[config.mk]
export PLATFORM = sky130hd
export DESIGN_NAME = mem_bus_cycle_timing
export DESIGN_NICKNAME = d
export VERILOG_FILES = /design/src/core/mem_bus_pkg.sv /design/src/core/mem_bus_cycle_timing.sv /design/src/core/mem_bus_regs.sv /design/src/core/timing_field_decode.sv
export VERILOG_INCLUDE_DIRS = /design/src /design/src/core
export SDC_FILE = /design/constraint.sdc
export NUM_CORES = 1
export LEC_CHECK = 0
export BUFFER_PORTS_ARGS = -buffer_cell sky130_fd_sc_hd__buf_4
export CAP_MARGIN = 20
export CORE_ASPECT_RATIO = 0.9
export CORE_MARGIN = 4
export CORE_UTILIZATION = 60
export CTS_CLUSTER_SIZE = 20
export DETAILED_ROUTE_END_ITERATION = 16
export PLACE_DENSITY = 0.82
export SYNTH_ARGS = -nofsm -noshare
export SYNTH_HDL_FRONTEND = slang
export SYNTH_HIERARCHICAL = 1
export SYNTH_SLANG_ARGS = --single-unit
[constraint.sdc]
create_clock -name i_mclk -period 6.5 [get_ports i_mclk]
set_input_delay 1.3 -clock i_mclk [delete_from_list [all_inputs] [get_ports i_mclk]]
set_output_delay 1.3 -clock i_mclk [all_outputs]
set_load 0.05 [all_outputs]
[src/core/mem_bus_consts.svh]
// Register offsets, field positions, reset values and timing counts of the memory bus timer.
`ifndef MEM_BUS_CONSTS_SVH
`define MEM_BUS_CONSTS_SVH
`define MB_OFF_GRP0 8'h00
`define MB_OFF_GRP1 8'h04
`define MB_OFF_GRP2 8'h08
`define MB_OFF_GRP3 8'h0c
`define MB_OFF_IOEXT 8'h10
`define MB_OFF_CTRL 8'h14
`define MB_OFF_STATUS 8'h18
// Group timing word: raw encodings, decoded by the field decoder.
`define F_RAS 0
`define F_RHLD 3
`define F_CAST 6
`define F_DOBE 9
`define F_CASE 12
`define F_ERAS 15
`define F_EOE 16
`define F_EWE 17
`define F_CASF 18
`define F_DOB 21
`define F_LWEA 24
// I/O-channel extension word.
`define F_IO_DOBE 0
`define F_IO_CASE 3
// Control word bits.
`define C_STYLE 0
`define C_PKGFLT 1
`define C_RFGRP 2
`define C_VRGRP 4
`define C_DSF_ROW 6
`define C_DSF_COL 7
`define C_AD8RST 8
`define MB_GRP_RESET 32'h0000_0000
`define MB_CTRL_RESET 32'h0000_0002
// Reset timing in CPU clocks.
`define RST_PIN_MIN 2'h2
`define RST_PIN_REL 4'h3
`define RST_AD8_REL 4'ha
`define RST_EXIT 4'h4
// Double-rate clocks from prefix start to the row strobe going inactive.
`define RAS_RISE_2X 8'h02
`endif

[src/core/mem_bus_pkg.sv]
// Types shared by the memory bus timing block.
package mem_bus_pkg;
  typedef enum logic [2:0] {
    ST_IDLE = 3'b000,
    ST_PREFIX = 3'b001,
    ST_CASP = 3'b011,
    ST_RST_ENTER = 3'b010,
    ST_RST_HOLD = 3'b110,
    ST_RST_EXIT = 3'b111
  } bus_state_t;
endpackage

[src/core/mem_bus_cycle_timing.sv]
// Memory bus cycle sequencer: reset entry and exit, prefix and column part, strobe placement.
// What this block does
// - Release the address bus 3-4 CPU clocks after pin reset, 10-11 via bit eight.
// - Drive other bus controls inactive after the same delay as the bus release.
// - Resume bus drive and allow the first prefix 4-5 CPU clocks after reset ends.
// - Row prefix lasts one CPU clock plus decoded row time plus row hold.
// - Memory column part lasts column time plus buffer and column extensions.
// - I/O-channel cycles take the extensions from the I/O extension word.
// - Reads raise the output buffer strobe at twice column time minus 2 minus read-early.
// - Writes raise the output buffer strobe at twice column time minus 2 minus write-early.
// - Early write strobe falls at the column fall position.
// - Late write strobe falls at buffer fall plus late-write plus twice extension minus 2.
// - All positions use decoded field values; only row time and column time differ from the raw encodings.
// - Strobe style set uses group select strobes, clear uses group row strobes.
// - Fault-pin package bit set takes faults from the dedicated fault pin.
// - Fault-pin package bit clear takes faults from bus bit eight.
// - On writes the early write strobe rises when the row prefix ends.
// - Refresh cycles use the timing of the group named in the control word.
// - A refresh cycle is as long as a row cycle.
// - VRAM access puts the special function pin in row state soon after row rise.
// - VRAM access switches that pin to column state one clock before column part.
// - The pin stays in column state at most one CPU clock after column rise.
// - Special function pin stays low on accesses to other groups.
`timescale 1ns/1ps
`include "mem_bus_consts.svh"
module mem_bus_cycle_timing (
  input wire logic i_mclk,
  input wire logic i_rstn,
  input wire logic [7:0] i_addr,
  input wire logic [31:0] i_wdata,
  input wire logic i_wr,
  input wire logic i_rd,
  output logic [31:0] o_rdata,
  input wire logic i_req_valid,
  input wire logic [1:0] i_req_group,
  input wire logic i_req_write,
  input wire logic i_req_io,
  input wire logic i_req_refresh,
  input wire logic [31:0] i_req_addr,
  output logic o_req_ready,
  input wire logic i_reset_pin_n,
  input wire logic i_bus_bit_eight,
  input wire logic i_fault_input_pin_n,
  output logic [31:0] o_ad_out,
  output logic o_ad_oe,
  output logic [3:0] o_group_row_strobe_n,
  output logic [3:0] o_group_select_strobe_n,
  output logic o_cas_n,
  output logic o_data_output_buffer_strobe_n,
  output logic o_early_write_strobe_n,
  output logic o_late_write_strobe_n,
  output logic o_special_function_pin,
  output logic o_fault_req
);
  mem_bus_pkg::bus_state_t state_q, state_d;
  logic phase_q, phase_d, cpu_en;
  logic [7:0] cnt_q, cnt_d;
  logic [3:0] rcnt_q, rcnt_d, rlim_q, rlim_d;
  logic [1:0] pin_cnt_q, pin_cnt_d, grp_q, grp_d;
  logic wr_q, wr_d, io_q, io_d, ref_q, ref_d, ready_d;
  logic [31:0] addr_q, addr_d;
  logic pin_rst, bit8_rst, accept;
  logic [127:0] grp_words;
  logic [31:0] io_ext, ctrl, grp_word;
  logic [7:0] pre_len, ras_fall, cas_len, cas_fall, cas_rise;
  logic [7:0] dob_fall, dob_rise_rd, dob_rise_wr, lwe_fall, dob_rise;

  mem_bus_regs u_regs (
    .i_mclk(i_mclk),
    .i_rstn(i_rstn),
    .i_addr(i_addr),
    .i_wdata(i_wdata),
    .i_wr(i_wr),
    .i_rd(i_rd),
    .i_status({4'h0, o_ad_oe, state_q}),
    .o_rdata(o_rdata),
    .o_grp(grp_words),
    .o_io_ext(io_ext),
    .o_ctrl(ctrl)
  );

  // The latched group picks its timing word for the whole cycle.
  assign grp_word = grp_words[{grp_q, 5'h00} +: 32];

  timing_field_decode u_dec (
    .i_grp(grp_word),
    .i_io(io_ext),
    .i_io_sel(io_q),
    .o_pre_len(pre_len),
    .o_ras_fall(ras_fall),
    .o_cas_len(cas_len),
    .o_cas_fall(cas_fall),
    .o_cas_rise(cas_rise),
    .o_dob_fall(dob_fall),
    .o_dob_rise_rd(dob_rise_rd),
    .o_dob_rise_wr(dob_rise_wr),
    .o_lwe_fall(lwe_fall)
  );

  // Reset sources: the pin counts in CPU clocks, bus bit eight acts only when idle and enabled.
  assign cpu_en = phase_q;
  assign pin_rst = (pin_cnt_q == `RST_PIN_MIN);
  assign bit8_rst = ctrl[`C_AD8RST] & ~i_bus_bit_eight & (state_q == mem_bus_pkg::ST_IDLE);
  assign accept = i_req_valid & o_req_ready;

  // Sequencer next state: all bus cycles start on a CPU clock boundary.
  always_comb begin
    state_d = state_q;
    phase_d = ~phase_q;
    cnt_d = cnt_q;
    rcnt_d = rcnt_q;
    rlim_d = rlim_q;
    pin_cnt_d = pin_cnt_q;
    grp_d = grp_q;
    wr_d = wr_q;
    io_d = io_q;
    ref_d = ref_q;
    addr_d = addr_q;
    // A released pin clears the count at once, so a stale count cannot re-enter reset on exit.
    if (i_reset_pin_n) begin
      pin_cnt_d = 2'h0;
    end else if (cpu_en && !pin_rst) begin
      pin_cnt_d = pin_cnt_q + 2'h1;
    end
    case (state_q)
      mem_bus_pkg::ST_IDLE: begin
        if (accept) begin
          state_d = mem_bus_pkg::ST_PREFIX;
          cnt_d = 8'h00;
          grp_d = i_req_refresh ? ctrl[`C_RFGRP +: 2] : i_req_group;
          wr_d = i_req_write & ~i_req_refresh;
          io_d = i_req_io & ~i_req_refresh;
          ref_d = i_req_refresh;
          addr_d = i_req_addr;
        end
      end
      mem_bus_pkg::ST_PREFIX: begin
        if (cnt_q == pre_len - 8'h01) begin
          state_d = mem_bus_pkg::ST_CASP;
          cnt_d = 8'h00;
        end else begin
          cnt_d = cnt_q + 8'h01;
        end
      end
      mem_bus_pkg::ST_CASP: begin
        if (cnt_q == cas_len - 8'h01) begin
          state_d = mem_bus_pkg::ST_IDLE;
        end else begin
          cnt_d = cnt_q + 8'h01;
        end
      end
      mem_bus_pkg::ST_RST_ENTER: begin
        if (cpu_en) begin
          if (rcnt_q == rlim_q) begin
            state_d = mem_bus_pkg::ST_RST_HOLD;
          end else begin
            rcnt_d = rcnt_q + 4'h1;
          end
        end
      end
      mem_bus_pkg::ST_RST_HOLD: begin
        if (i_reset_pin_n && i_bus_bit_eight) begin
          state_d = mem_bus_pkg::ST_RST_EXIT;
          rcnt_d = 4'h0;
        end
      end
      mem_bus_pkg::ST_RST_EXIT: begin
        if (cpu_en) begin
          if (rcnt_q == `RST_EXIT - 4'h1) begin
            state_d = mem_bus_pkg::ST_IDLE;
          end else begin
            rcnt_d = rcnt_q + 4'h1;
          end
        end
      end
      default: begin
        state_d = mem_bus_pkg::ST_IDLE;
      end
    endcase
    // The pin has already spent its recognition clocks, so it waits less than bit eight.
    if ((pin_rst || bit8_rst) && state_q != mem_bus_pkg::ST_RST_ENTER &&
        state_q != mem_bus_pkg::ST_RST_HOLD) begin
      state_d = mem_bus_pkg::ST_RST_ENTER;
      rcnt_d = 4'h0;
      rlim_d = pin_rst ? (`RST_PIN_REL - {2'h0, `RST_PIN_MIN} - 4'h1) : (`RST_AD8_REL - 4'h1);
    end
    ready_d = (state_d == mem_bus_pkg::ST_IDLE) & phase_d & ~pin_rst & ~bit8_rst;
  end

  // Sequencer registers; after power-up the exit delay runs before the first cycle.
  always_ff @(posedge i_mclk or negedge i_rstn) begin
    if (!i_rstn) begin
      state_q <= mem_bus_pkg::ST_RST_EXIT;
      phase_q <= 1'b0;
      cnt_q <= 8'h00;
      rcnt_q <= 4'h0;
      rlim_q <= 4'h0;
      pin_cnt_q <= 2'h0;
      grp_q <= 2'h0;
      wr_q <= 1'b0;
      io_q <= 1'b0;
      ref_q <= 1'b0;
      addr_q <= 32'h0000_0000;
      o_req_ready <= 1'b0;
    end else begin
      state_q <= state_d;
      phase_q <= phase_d;
      cnt_q <= cnt_d;
      rcnt_q <= rcnt_d;
      rlim_q <= rlim_d;
      pin_cnt_q <= pin_cnt_d;
      grp_q <= grp_d;
      wr_q <= wr_d;
      io_q <= io_d;
      ref_q <= ref_d;
      addr_q <= addr_d;
      o_req_ready <= ready_d;
    end
  end

  logic in_pre, in_cas, ras_low, vram, col_ph;
  logic [3:0] row_n_d, sel_n_d;
  logic cas_n_d, dob_n_d, ewe_n_d, lwe_n_d, dsf_d, fault_d, oe_d;
  logic [31:0] ad_d;

  // Per-group strobe fan-out; only the style chosen in control moves.
  for (genvar g = 0; g < 4; g++) begin : g_strobe
    assign row_n_d[g] = ~(ras_low & (grp_q == 2'(g)) & ~ctrl[`C_STYLE]);
    assign sel_n_d[g] = ~(ras_low & (grp_q == 2'(g)) & ctrl[`C_STYLE]);
  end

  // Strobe shapes from the position counter, one clock ahead of the pins.
  always_comb begin
    in_pre = (state_q == mem_bus_pkg::ST_PREFIX);
    in_cas = (state_q == mem_bus_pkg::ST_CASP);
    ras_low = (in_pre & (cnt_q >= ras_fall)) | in_cas;
    dob_rise = wr_q ? dob_rise_wr : dob_rise_rd;
    cas_n_d = ~(in_cas & ~ref_q & (cnt_q >= cas_fall) & (cnt_q < cas_rise));
    dob_n_d = ~(in_cas & ~ref_q & (cnt_q >= dob_fall) & (cnt_q < dob_rise));
    ewe_n_d = ~(wr_q & (in_pre | (in_cas & (cnt_q >= cas_fall) & (cnt_q < dob_rise_wr))));
    lwe_n_d = ~(wr_q & in_cas & (cnt_q >= lwe_fall) & (cnt_q < dob_rise_wr));
    vram = (grp_q == ctrl[`C_VRGRP +: 2]) & ~ref_q;
    col_ph = (in_pre & (cnt_q == pre_len - 8'h01)) | (in_cas & (cnt_q < cas_rise + 8'h02));
    dsf_d = 1'b0;
    if (vram && col_ph) begin
      dsf_d = ctrl[`C_DSF_COL];
    end else if (vram && in_pre && cnt_q >= `RAS_RISE_2X) begin
      dsf_d = ctrl[`C_DSF_ROW];
    end
    fault_d = (in_pre | in_cas) &
              (ctrl[`C_PKGFLT] ? ~i_fault_input_pin_n : ~i_bus_bit_eight);
    oe_d = (state_q != mem_bus_pkg::ST_RST_HOLD) && (state_q != mem_bus_pkg::ST_RST_EXIT);
    ad_d = (in_pre | in_cas) ? addr_q : o_ad_out;
  end

  // Pins freeze while reset entry counts, so release and deactivation come together.
  always_ff @(posedge i_mclk or negedge i_rstn) begin
    if (!i_rstn) begin
      o_ad_out <= 32'h0000_0000;
      o_ad_oe <= 1'b0;
      o_group_row_strobe_n <= 4'hf;
      o_group_select_strobe_n <= 4'hf;
      o_cas_n <= 1'b1;
      o_data_output_buffer_strobe_n <= 1'b1;
      o_early_write_strobe_n <= 1'b1;
      o_late_write_strobe_n <= 1'b1;
      o_special_function_pin <= 1'b0;
      o_fault_req <= 1'b0;
    end else if (state_q != mem_bus_pkg::ST_RST_ENTER) begin
      o_ad_out <= ad_d;
      o_ad_oe <= oe_d;
      o_group_row_strobe_n <= row_n_d;
      o_group_select_strobe_n <= sel_n_d;
      o_cas_n <= cas_n_d;
      o_data_output_buffer_strobe_n <= dob_n_d;
      o_early_write_strobe_n <= ewe_n_d;
      o_late_write_strobe_n <= lwe_n_d;
      o_special_function_pin <= dsf_d;
      o_fault_req <= fault_d;
    end
  end
endmodule // mem_bus_cycle_timing

[src/core/mem_bus_regs.sv]
// Register file of the memory bus timer: four group timing words, I/O extension, control.
`timescale 1ns/1ps
`include "mem_bus_consts.svh"
module mem_bus_regs (
  input wire logic i_mclk,
  input wire logic i_rstn,
  input wire logic [7:0] i_addr,
  input wire logic [31:0] i_wdata,
  input wire logic i_wr,
  input wire logic i_rd,
  input wire logic [7:0] i_status,
  output logic [31:0] o_rdata,
  output logic [127:0] o_grp,
  output logic [31:0] o_io_ext,
  output logic [31:0] o_ctrl
);
  logic [127:0] grp_d;
  logic [31:0] io_d, ctrl_d, rdata_d;

  // Writes land in the addressed word; reads answer the next cycle, unmapped reads give zero.
  always_comb begin
    grp_d = o_grp;
    io_d = o_io_ext;
    ctrl_d = o_ctrl;
    rdata_d = 32'h0000_0000;
    for (int g = 0; g < 4; g++) begin
      if (i_wr && i_addr == 8'(g * 4)) begin
        grp_d[g*32 +: 32] = i_wdata;
      end
      if (i_rd && i_addr == 8'(g * 4)) begin
        rdata_d = o_grp[g*32 +: 32];
      end
    end
    if (i_wr && i_addr == `MB_OFF_IOEXT) io_d = i_wdata;
    if (i_wr && i_addr == `MB_OFF_CTRL) ctrl_d = i_wdata;
    if (i_rd && i_addr == `MB_OFF_IOEXT) rdata_d = o_io_ext;
    if (i_rd && i_addr == `MB_OFF_CTRL) rdata_d = o_ctrl;
    if (i_rd && i_addr == `MB_OFF_STATUS) rdata_d = {24'h00_0000, i_status};
  end

  // Plain registers.
  always_ff @(posedge i_mclk or negedge i_rstn) begin
    if (!i_rstn) begin
      o_grp <= {4{`MB_GRP_RESET}};
      o_io_ext <= 32'h0000_0000;
      o_ctrl <= `MB_CTRL_RESET;
      o_rdata <= 32'h0000_0000;
    end else begin
      o_grp <= grp_d;
      o_io_ext <= io_d;
      o_ctrl <= ctrl_d;
      o_rdata <= rdata_d;
    end
  end
endmodule // mem_bus_regs

[src/core/timing_field_decode.sv]
// Turns raw group timing fields into strobe positions counted in double-rate clocks.
`timescale 1ns/1ps
`include "mem_bus_consts.svh"
module timing_field_decode (
  input wire logic [31:0] i_grp,
  input wire logic [31:0] i_io,
  input wire logic i_io_sel,
  output logic [7:0] o_pre_len,
  output logic [7:0] o_ras_fall,
  output logic [7:0] o_cas_len,
  output logic [7:0] o_cas_fall,
  output logic [7:0] o_cas_rise,
  output logic [7:0] o_dob_fall,
  output logic [7:0] o_dob_rise_rd,
  output logic [7:0] o_dob_rise_wr,
  output logic [7:0] o_lwe_fall
);
  // A time of zero would mean an empty phase, so row time and column time decode as raw plus one; other fields stay raw.
  function automatic logic [7:0] dec3(input logic [2:0] raw, input logic bias);
    return {5'h00, raw} + {7'h00, bias};
  endfunction

  // Positions never go below zero, so short settings clamp instead of wrapping.
  function automatic logic [7:0] sub_sat(input logic [7:0] a, input logic [7:0] b);
    return (a > b) ? a - b : 8'h00;
  endfunction

  logic [7:0] ras, rhld, cast, dobe, cse, eras, eoe, early_write_strobe, lwea;

  always_comb begin
    ras = dec3(i_grp[`F_RAS +: 3], 1'b1);
    rhld = dec3(i_grp[`F_RHLD +: 3], 1'b0);
    cast = dec3(i_grp[`F_CAST +: 3], 1'b1);
    dobe = i_io_sel ? dec3(i_io[`F_IO_DOBE +: 3], 1'b0) : dec3(i_grp[`F_DOBE +: 3], 1'b0);
    cse = i_io_sel ? dec3(i_io[`F_IO_CASE +: 3], 1'b0) : dec3(i_grp[`F_CASE +: 3], 1'b0);
    eras = {7'h00, i_grp[`F_ERAS]};
    eoe = {7'h00, i_grp[`F_EOE]};
    early_write_strobe = {7'h00, i_grp[`F_EWE]};
    lwea = dec3({1'b0, i_grp[`F_LWEA +: 2]}, 1'b0);
    o_pre_len = 8'h02 + (ras << 1) + (rhld << 1);
    o_ras_fall = sub_sat(`RAS_RISE_2X + (ras << 1), eras);
    o_cas_len = (cast + dobe + cse) << 1;
    o_cas_fall = dec3(i_grp[`F_CASF +: 3], 1'b0);
    o_cas_rise = cast << 1;
    o_dob_fall = dec3(i_grp[`F_DOB +: 3], 1'b0);
    o_dob_rise_rd = sub_sat(cast << 1, 8'h02 + eoe);
    o_dob_rise_wr = sub_sat(cast << 1, 8'h02 + early_write_strobe);
    o_lwe_fall = sub_sat(o_dob_fall + lwea + (dobe << 1), 8'h02);
  end
endmodule // timing_field_decode

# Yosys cells after proc, flatten, opt, wreduce, memory -nomap -nowiden
# Cells that the tools add are included.
# op_classes
n_lt_le_gt_ge,13
bitwise_logic,60
shift,1
n_addsub,20
n_reduce_logical,34
eq_ne,30
muxes,42
# op_table
op,n
two-way mux 32 bit,7
indexed part select 128 x 8 -> 26 bit,1
two-way mux 8 bit,8
AND 1 bit,36
two-way mux 3 bit,11
less-than comparator 8 bit,4
two-way mux 4 bit,7
equality test 8 x 5 -> 1 bit (second input constant),3
one-hot mux 8 bit (3 select lines),1
logical AND 1 bit,21
inequality test 3 bit (second input constant),7
inverter 1 bit,20
one-hot mux 3 bit (6 select lines),1
equality test 8 x 4 -> 1 bit (second input constant),2
equality test 8 bit,2
>= comparator 8 x 3 -> 1 bit,2
>= comparator 8 bit,2
> comparator 8 bit,2
subtractor 8 x 1 -> 8 bit (second input constant),2
adder 7 bit,2
one-hot mux 4 bit (3 select lines),1
adder 2 x 8 -> 8 bit (first input constant),1
adder 3 x 1 -> 4 bit (second input constant),2
adder 4 x 8 -> 8 bit,1
39 further kinds,54
# word_totals
ff_bits,331
wordCells,229
out_inout_bits,80
input_bits,85

# Longest topological paths before layout
# logic_depth
word_depth,13
depth_mapped,20
depth_no_buf,17

# Modules after synthesis
# The synthesis kept the hierarchy.
# modules_own_cells
mod,cells_per_inst,seq_area_each_um2,area_per_inst_um2,instances
mem_bus_regs,724,5606.6,9862.0,1
mem_bus_cycle_timing,791,2621.3,7180.6,1
timing_field_decode,161,0.0,1288.7,1

# Worst setup path before layout
# OpenSTA, ideal clock, no wires.
# synth_timing
path_kind,reg-to-reg
start,register grp_q[1]
end,register cnt_q[7]
path_buffers,3
t_arrival_ns,4.902
setup_ns,0.078
required_ns,6.422
setup_slack_ns,1.521
stages_incl_launch_ff,21
synth_period_minus_slack_ns,4.979
cell_sequence,dfrtp_1 > clkbuf_1 > buf_1 > mux4_2 > inv_1 > ha_1 > inv_1 > fa_1 > inv_1 > ha_1 > inv_1 > fa_1 > xnor2_1 > nor3_1 > and2_1 > a311o_1 > o211ai_2 > a21oi_2 > buf_6 > or4_1 > a21boi_1
# synth_between
elab_chain_cells,8
word_cells_on_any_way,17
cone_classes,add/sub (8); eq/ne (3); shift (1); mux (4); reduce/logical (1)
# synth_lines
item,line_no,source
"start, declared",mem_bus_cycle_timing.sv:59,"logic [1:0] pin_cnt_q, pin_cnt_d, grp_q, grp_d;"
"start signal, assigned",mem_bus_cycle_timing.sv:212,grp_q <= grp_d;
indexed part select 128 x 8 -> 26 bit,mem_bus_cycle_timing.sv:83,"assign grp_word = grp_words[{grp_q, 5'h00} +: 32];"
named net grp_word[6],mem_bus_cycle_timing.sv:64,"logic [31:0] io_ext, ctrl, grp_word;"
adder 3 x 1 -> 4 bit,timing_field_decode.sv:20,"return {5'h00, raw} + {7'h00, bias};"
named net cas_rise[1],mem_bus_cycle_timing.sv:65,"logic [7:0] pre_len, ras_fall, cas_len, cas_fall, cas_rise;"
adder 7 bit (2 in series),timing_field_decode.sv:42,o_cas_len = (cast + dobe + cse) << 1;
named net cas_len[4],mem_bus_cycle_timing.sv:65,
subtractor 8 x 1 -> 8 bit,mem_bus_cycle_timing.sv:146,if (cnt_q == cas_len - 8'h01) begin
equality test 8 bit,mem_bus_cycle_timing.sv:146,
inequality test 2 bit (no line),-,
AND reduction 3 bit (no line),-,
"end signal, assigned",mem_bus_cycle_timing.sv:208,cnt_q <= cnt_d;
"end, declared",mem_bus_cycle_timing.sv:57,"logic [7:0] cnt_q, cnt_d;"
# The timed path passes the listed nets, and every way through them passes these cells.
# A chain may end at the register's enable or synchronous reset.

# Worst setup path in the final report
# layout_timing
start,register grp_q[0]
end,register o_special_function_pin
# layout_between
elab_chain_cells,10
word_cells_on_any_way,19
cone_classes,add/sub (6); order compare (1); eq/ne (2); shift (1); mux (2); bitwise (4); reduce/logical (3)
# layout_lines
item,line_no,source
indexed part select 128 x 8 -> 26 bit,mem_bus_cycle_timing.sv:83,
named net grp_word[0],mem_bus_cycle_timing.sv:64,
adder 3 x 1 -> 4 bit,timing_field_decode.sv:20,
adder 2 x 8 -> 8 bit,timing_field_decode.sv:40,o_pre_len = 8'h02 + (ras << 1) + (rhld << 1);
adder 8 x 4 -> 8 bit,timing_field_decode.sv:40,
named net pre_len[4],mem_bus_cycle_timing.sv:65,
subtractor 8 x 1 -> 8 bit,mem_bus_cycle_timing.sv:243,col_ph = (in_pre & (cnt_q == pre_len - 8'h01)) | (in_cas & (cnt_q < cas_rise + 8'h02));
equality test 8 bit,mem_bus_cycle_timing.sv:243,
AND 1 bit,mem_bus_cycle_timing.sv:243,
OR 1 bit,mem_bus_cycle_timing.sv:243,
logical AND 1 bit,mem_bus_cycle_timing.sv:245,if (vram && col_ph) begin
two-way mux 1 bit,mem_bus_cycle_timing.sv:245,
"end signal, assigned",mem_bus_cycle_timing.sv:278,o_special_function_pin <= dsf_d;
"end, declared",mem_bus_cycle_timing.sv:52,"output logic o_special_function_pin,"
# The timed path passes the listed nets, and every way through them passes these cells.

==> impl_metrics.py <==
metrics = {
    "drt": {
        "wl_met1_mm": 19.5,
        "wl_met2_mm": 22.2,
        "post-route-drc-count": 0,
        "drt_pass1_iterations": 6,
        "route.met3.wl_mm": 3.56,
        "top_layer": "met5",
        "wl_per_cell_um": 21.0,
        "wl_mm": 46.9,
        "dr_total_vias": 13500,
        "drtIter0Drc": 1033,
        "ant_nets": 0,
        "via_per_inst": 6.04,
    },
    "worst_setup_path": {
        "ff2ff_path_depth": 17,
        "rr_startpoint": "grp_q[0]",
        "worst_ep_arrival_time_ns": 5.72,
        "endpoint": "o_special_function_pin",
        "required_ns": 6.91,
        "crit_path_end_kind": "register",
        "r2r_end": "o_special_function_pin",
        "reg2reg_slack_ns": 1.19,
        "cp-start-kind": "register",
        "worstSetupStartpoint": "grp_q[0]",
        "worst-setup-path-type": "reg2reg",
        "worstPathMaxFanout": 24,
    },
    "clock_network": {
        "clk_path_buf_depth": 3,
        "cts.reportedPaths.clkPinSlew_ns": 0.06,
        "cts_resized": 0,
        "postCtsSetupBuffers": 0,
        "worstSkewPairLatency_ns": 0.53,
        "holdBufCountCts": 0,
        "cts_sinks": 328,
        "cts_root_buf": "clkbuf_16",
        "cts-htree-levels": 2,
        "cts_tree": "done",
        "numCtsBuffers": 36,
    },
    "global_routing": {
        "track_usage_pct": 28.1,
        "grt_pass1_vias": 13900,
        "antenna_found_initial": 2,
        "grt_max_degree": 122,
        "grt_pass1_wl_mm": 74.8,
        "grt_overflow": 0,
    },
    "sta": {
        "clock.fmax_ghz": 0.188,
        "clock_skew_ns": 0.0214,
        "fin_crit_ns": 5.31,
        "worstMarginPinSlew_ns": 0.982,
        "period_share_pct": 81.7,
        "slew_viol_final": 0,
        "rsz0062_at_grt": "false",
        "setup_violations": 0,
        "setup_slack_ns": 1.19,
        "whs_ns": 0.469,
        "slew_headroom_pct": 34.0,
        "fin_tns_setup_ns": 0,
        "hold_violations": 0,
    },
    "synthesis": {
        "syn-mean-instance-area_um2": 10.9,
        "syn_area_um2": 18200,
        "ys.warnings.count": 6,
        "syn_inst": 1670,
    },
    "cells_and_area": {
        "drive_gt1_share_pct": 28.3,
        "diodes": 0,
        "utilization_pct": 69.7,
        "fin_nets": 1987,
        "area.growth.synth_to_final_pct": 14.5,
        "nFillCells": 2120,
    },
    "floorplanning": {
        "core_um2": 29900,
        "ios": 165,
        "start_util_pct": 60.9,
        "die_x_um": 192,
        "die_area_um2": 33200,
        "rows": 60,
        "die_y_um": 173,
    },
    "flow_run": {
        "max-cap-violations": 0,
    },
    "power": {
        "pwr-share-comb_pct": 28.3,
        "max-vdd-ir-drop_mv": 0.248,
        "seq_power_share_pct": 40.0,
        "p_leak_nw": 10.1,
        "switching_share_pct": 34.8,
        "power_density_nw_per_um2": 309,
        "clkPwrFrac_pct": 31.7,
        "p_switching_w": 0.00224,
        "intPower_w": 0.00420,
    },
    "place": {
        "gp_congestion": 0.944,
        "dp_slack_ns": 1.23,
        "dp_hpwl_mm": 31.4,
        "io_buffer_count": 164,
    },
    "run_status": {
        "status": "finished, final reports clean",
    },
    "min_path": {
        "hold_path.class": "reg2reg",
    },
}
==> final cells by class <==
class / instances / area [um^2] / share of cell area (%)
Clock buffer: 56 / 1020 / 4.88
Clock inverter: 10 / 161 / 0.775
Inverter: 76 / 285 / 1.37
Multi-Input combinational cell: 1179 / 9190 / 44.1
Sequential cell: 328 / 8230 / 39.5
Tap cell: 403 / 504 / 2.42
Timing Repair Buffer: 186 / 1450 / 6.96
==> routing by layer <==
layer  GRT usage, %  vias up
met5              0        -
met4           10.3        4
met3           5.94      117
met2           44.9      551
met1           38.2     6740
li1               -     6105
==> placed cells by master, fill, tap and decap left out, types with 36 or more instances in the layout <==
cell and instances:
mux2_2 167, dfrtp_1 311, ha_1 88, mux4_2 43, a21oi_1 56, inv_1 76, nand2_1 287, o21ai_0 65
nor2_1 78, clkbuf_16 36, buf_4 180
==> power groups by stage <==
stage / Combinational [W] / Clock (W) / Sequential [W]
after floorplan: 0.00110 / 0 / 0.00275
after global placement: 0.00175 / 0 / 0.00259
after detailed placement: 0.00181 / 0 / 0.00259
after CTS: 0.00182 / 0.00207 / 0.00257
after global routing: 0.00200 / 0.00216 / 0.00260
final: 0.00182 / 0.00204 / 0.00257
==> worst max-delay path, stage by stage, from the launching register on <==
cell and delay (ns):
dfrtp_2 0.53, buf_4 0.48, mux4_2 0.68, inv_1 0.17
ha_1 0.29, xnor2_1 0.29, inv_1 0.13, ha_1 0.29
a21o_1 0.18, a21oi_1 0.22, xor2_1 0.12, nor3_1 0.43
a21oi_1 0.13, nor4b_1 0.44, nand4_1 0.25, o41ai_1 0.17
mux2i_1 0.14, o41ai_1 0.24
==> how the worst min path moves through the flow <==
stage | start | endpoint | slack (ns) | depth (start not counted)
finish | addr_q[24] | o_ad_out[24] | 0.47 | 2
global placement | addr_q[13] | o_ad_out[13] | 0.45 | 2
global route | addr_q[12] | o_ad_out[12] | 0.49 | 2
detailed placement | addr_q[29] | o_ad_out[29] | 0.46 | 2
floorplan | io_q | io_q | 0.44 | 2
CTS | addr_q[12] | o_ad_out[12] | 0.47 | 2
==> through the flow <==
stage / std cells / total power (W) / cell area (um^2)
floorplan: 1701 / 0.00385 / 18300
global placement: 2168 / 0.00433 / 19600
detailed placement: 2169 / 0.00440 / 19600
CTS: 2235 / 0.00646 / 20800
global route: 2238 / 0.00676 / 20800
finish: 2238 / 0.00644 / 20800
==> state kept, by name, indices dropped and copies added, names as in the netlist, 2 cells and up <==
register	flops
rcnt_q	4
u_regs/o_grp	128
u_regs/o_ctrl	32
addr_q	32
grp_q	2
o_group_select_strobe_n	4
u_regs/o_rdata	32
o_ad_out	32
cnt_q	8
state_q	3
u_regs/o_io_ext	32
pin_cnt_q	2
o_group_row_strobe_n	4
Power figures use the tool's default switching activity.
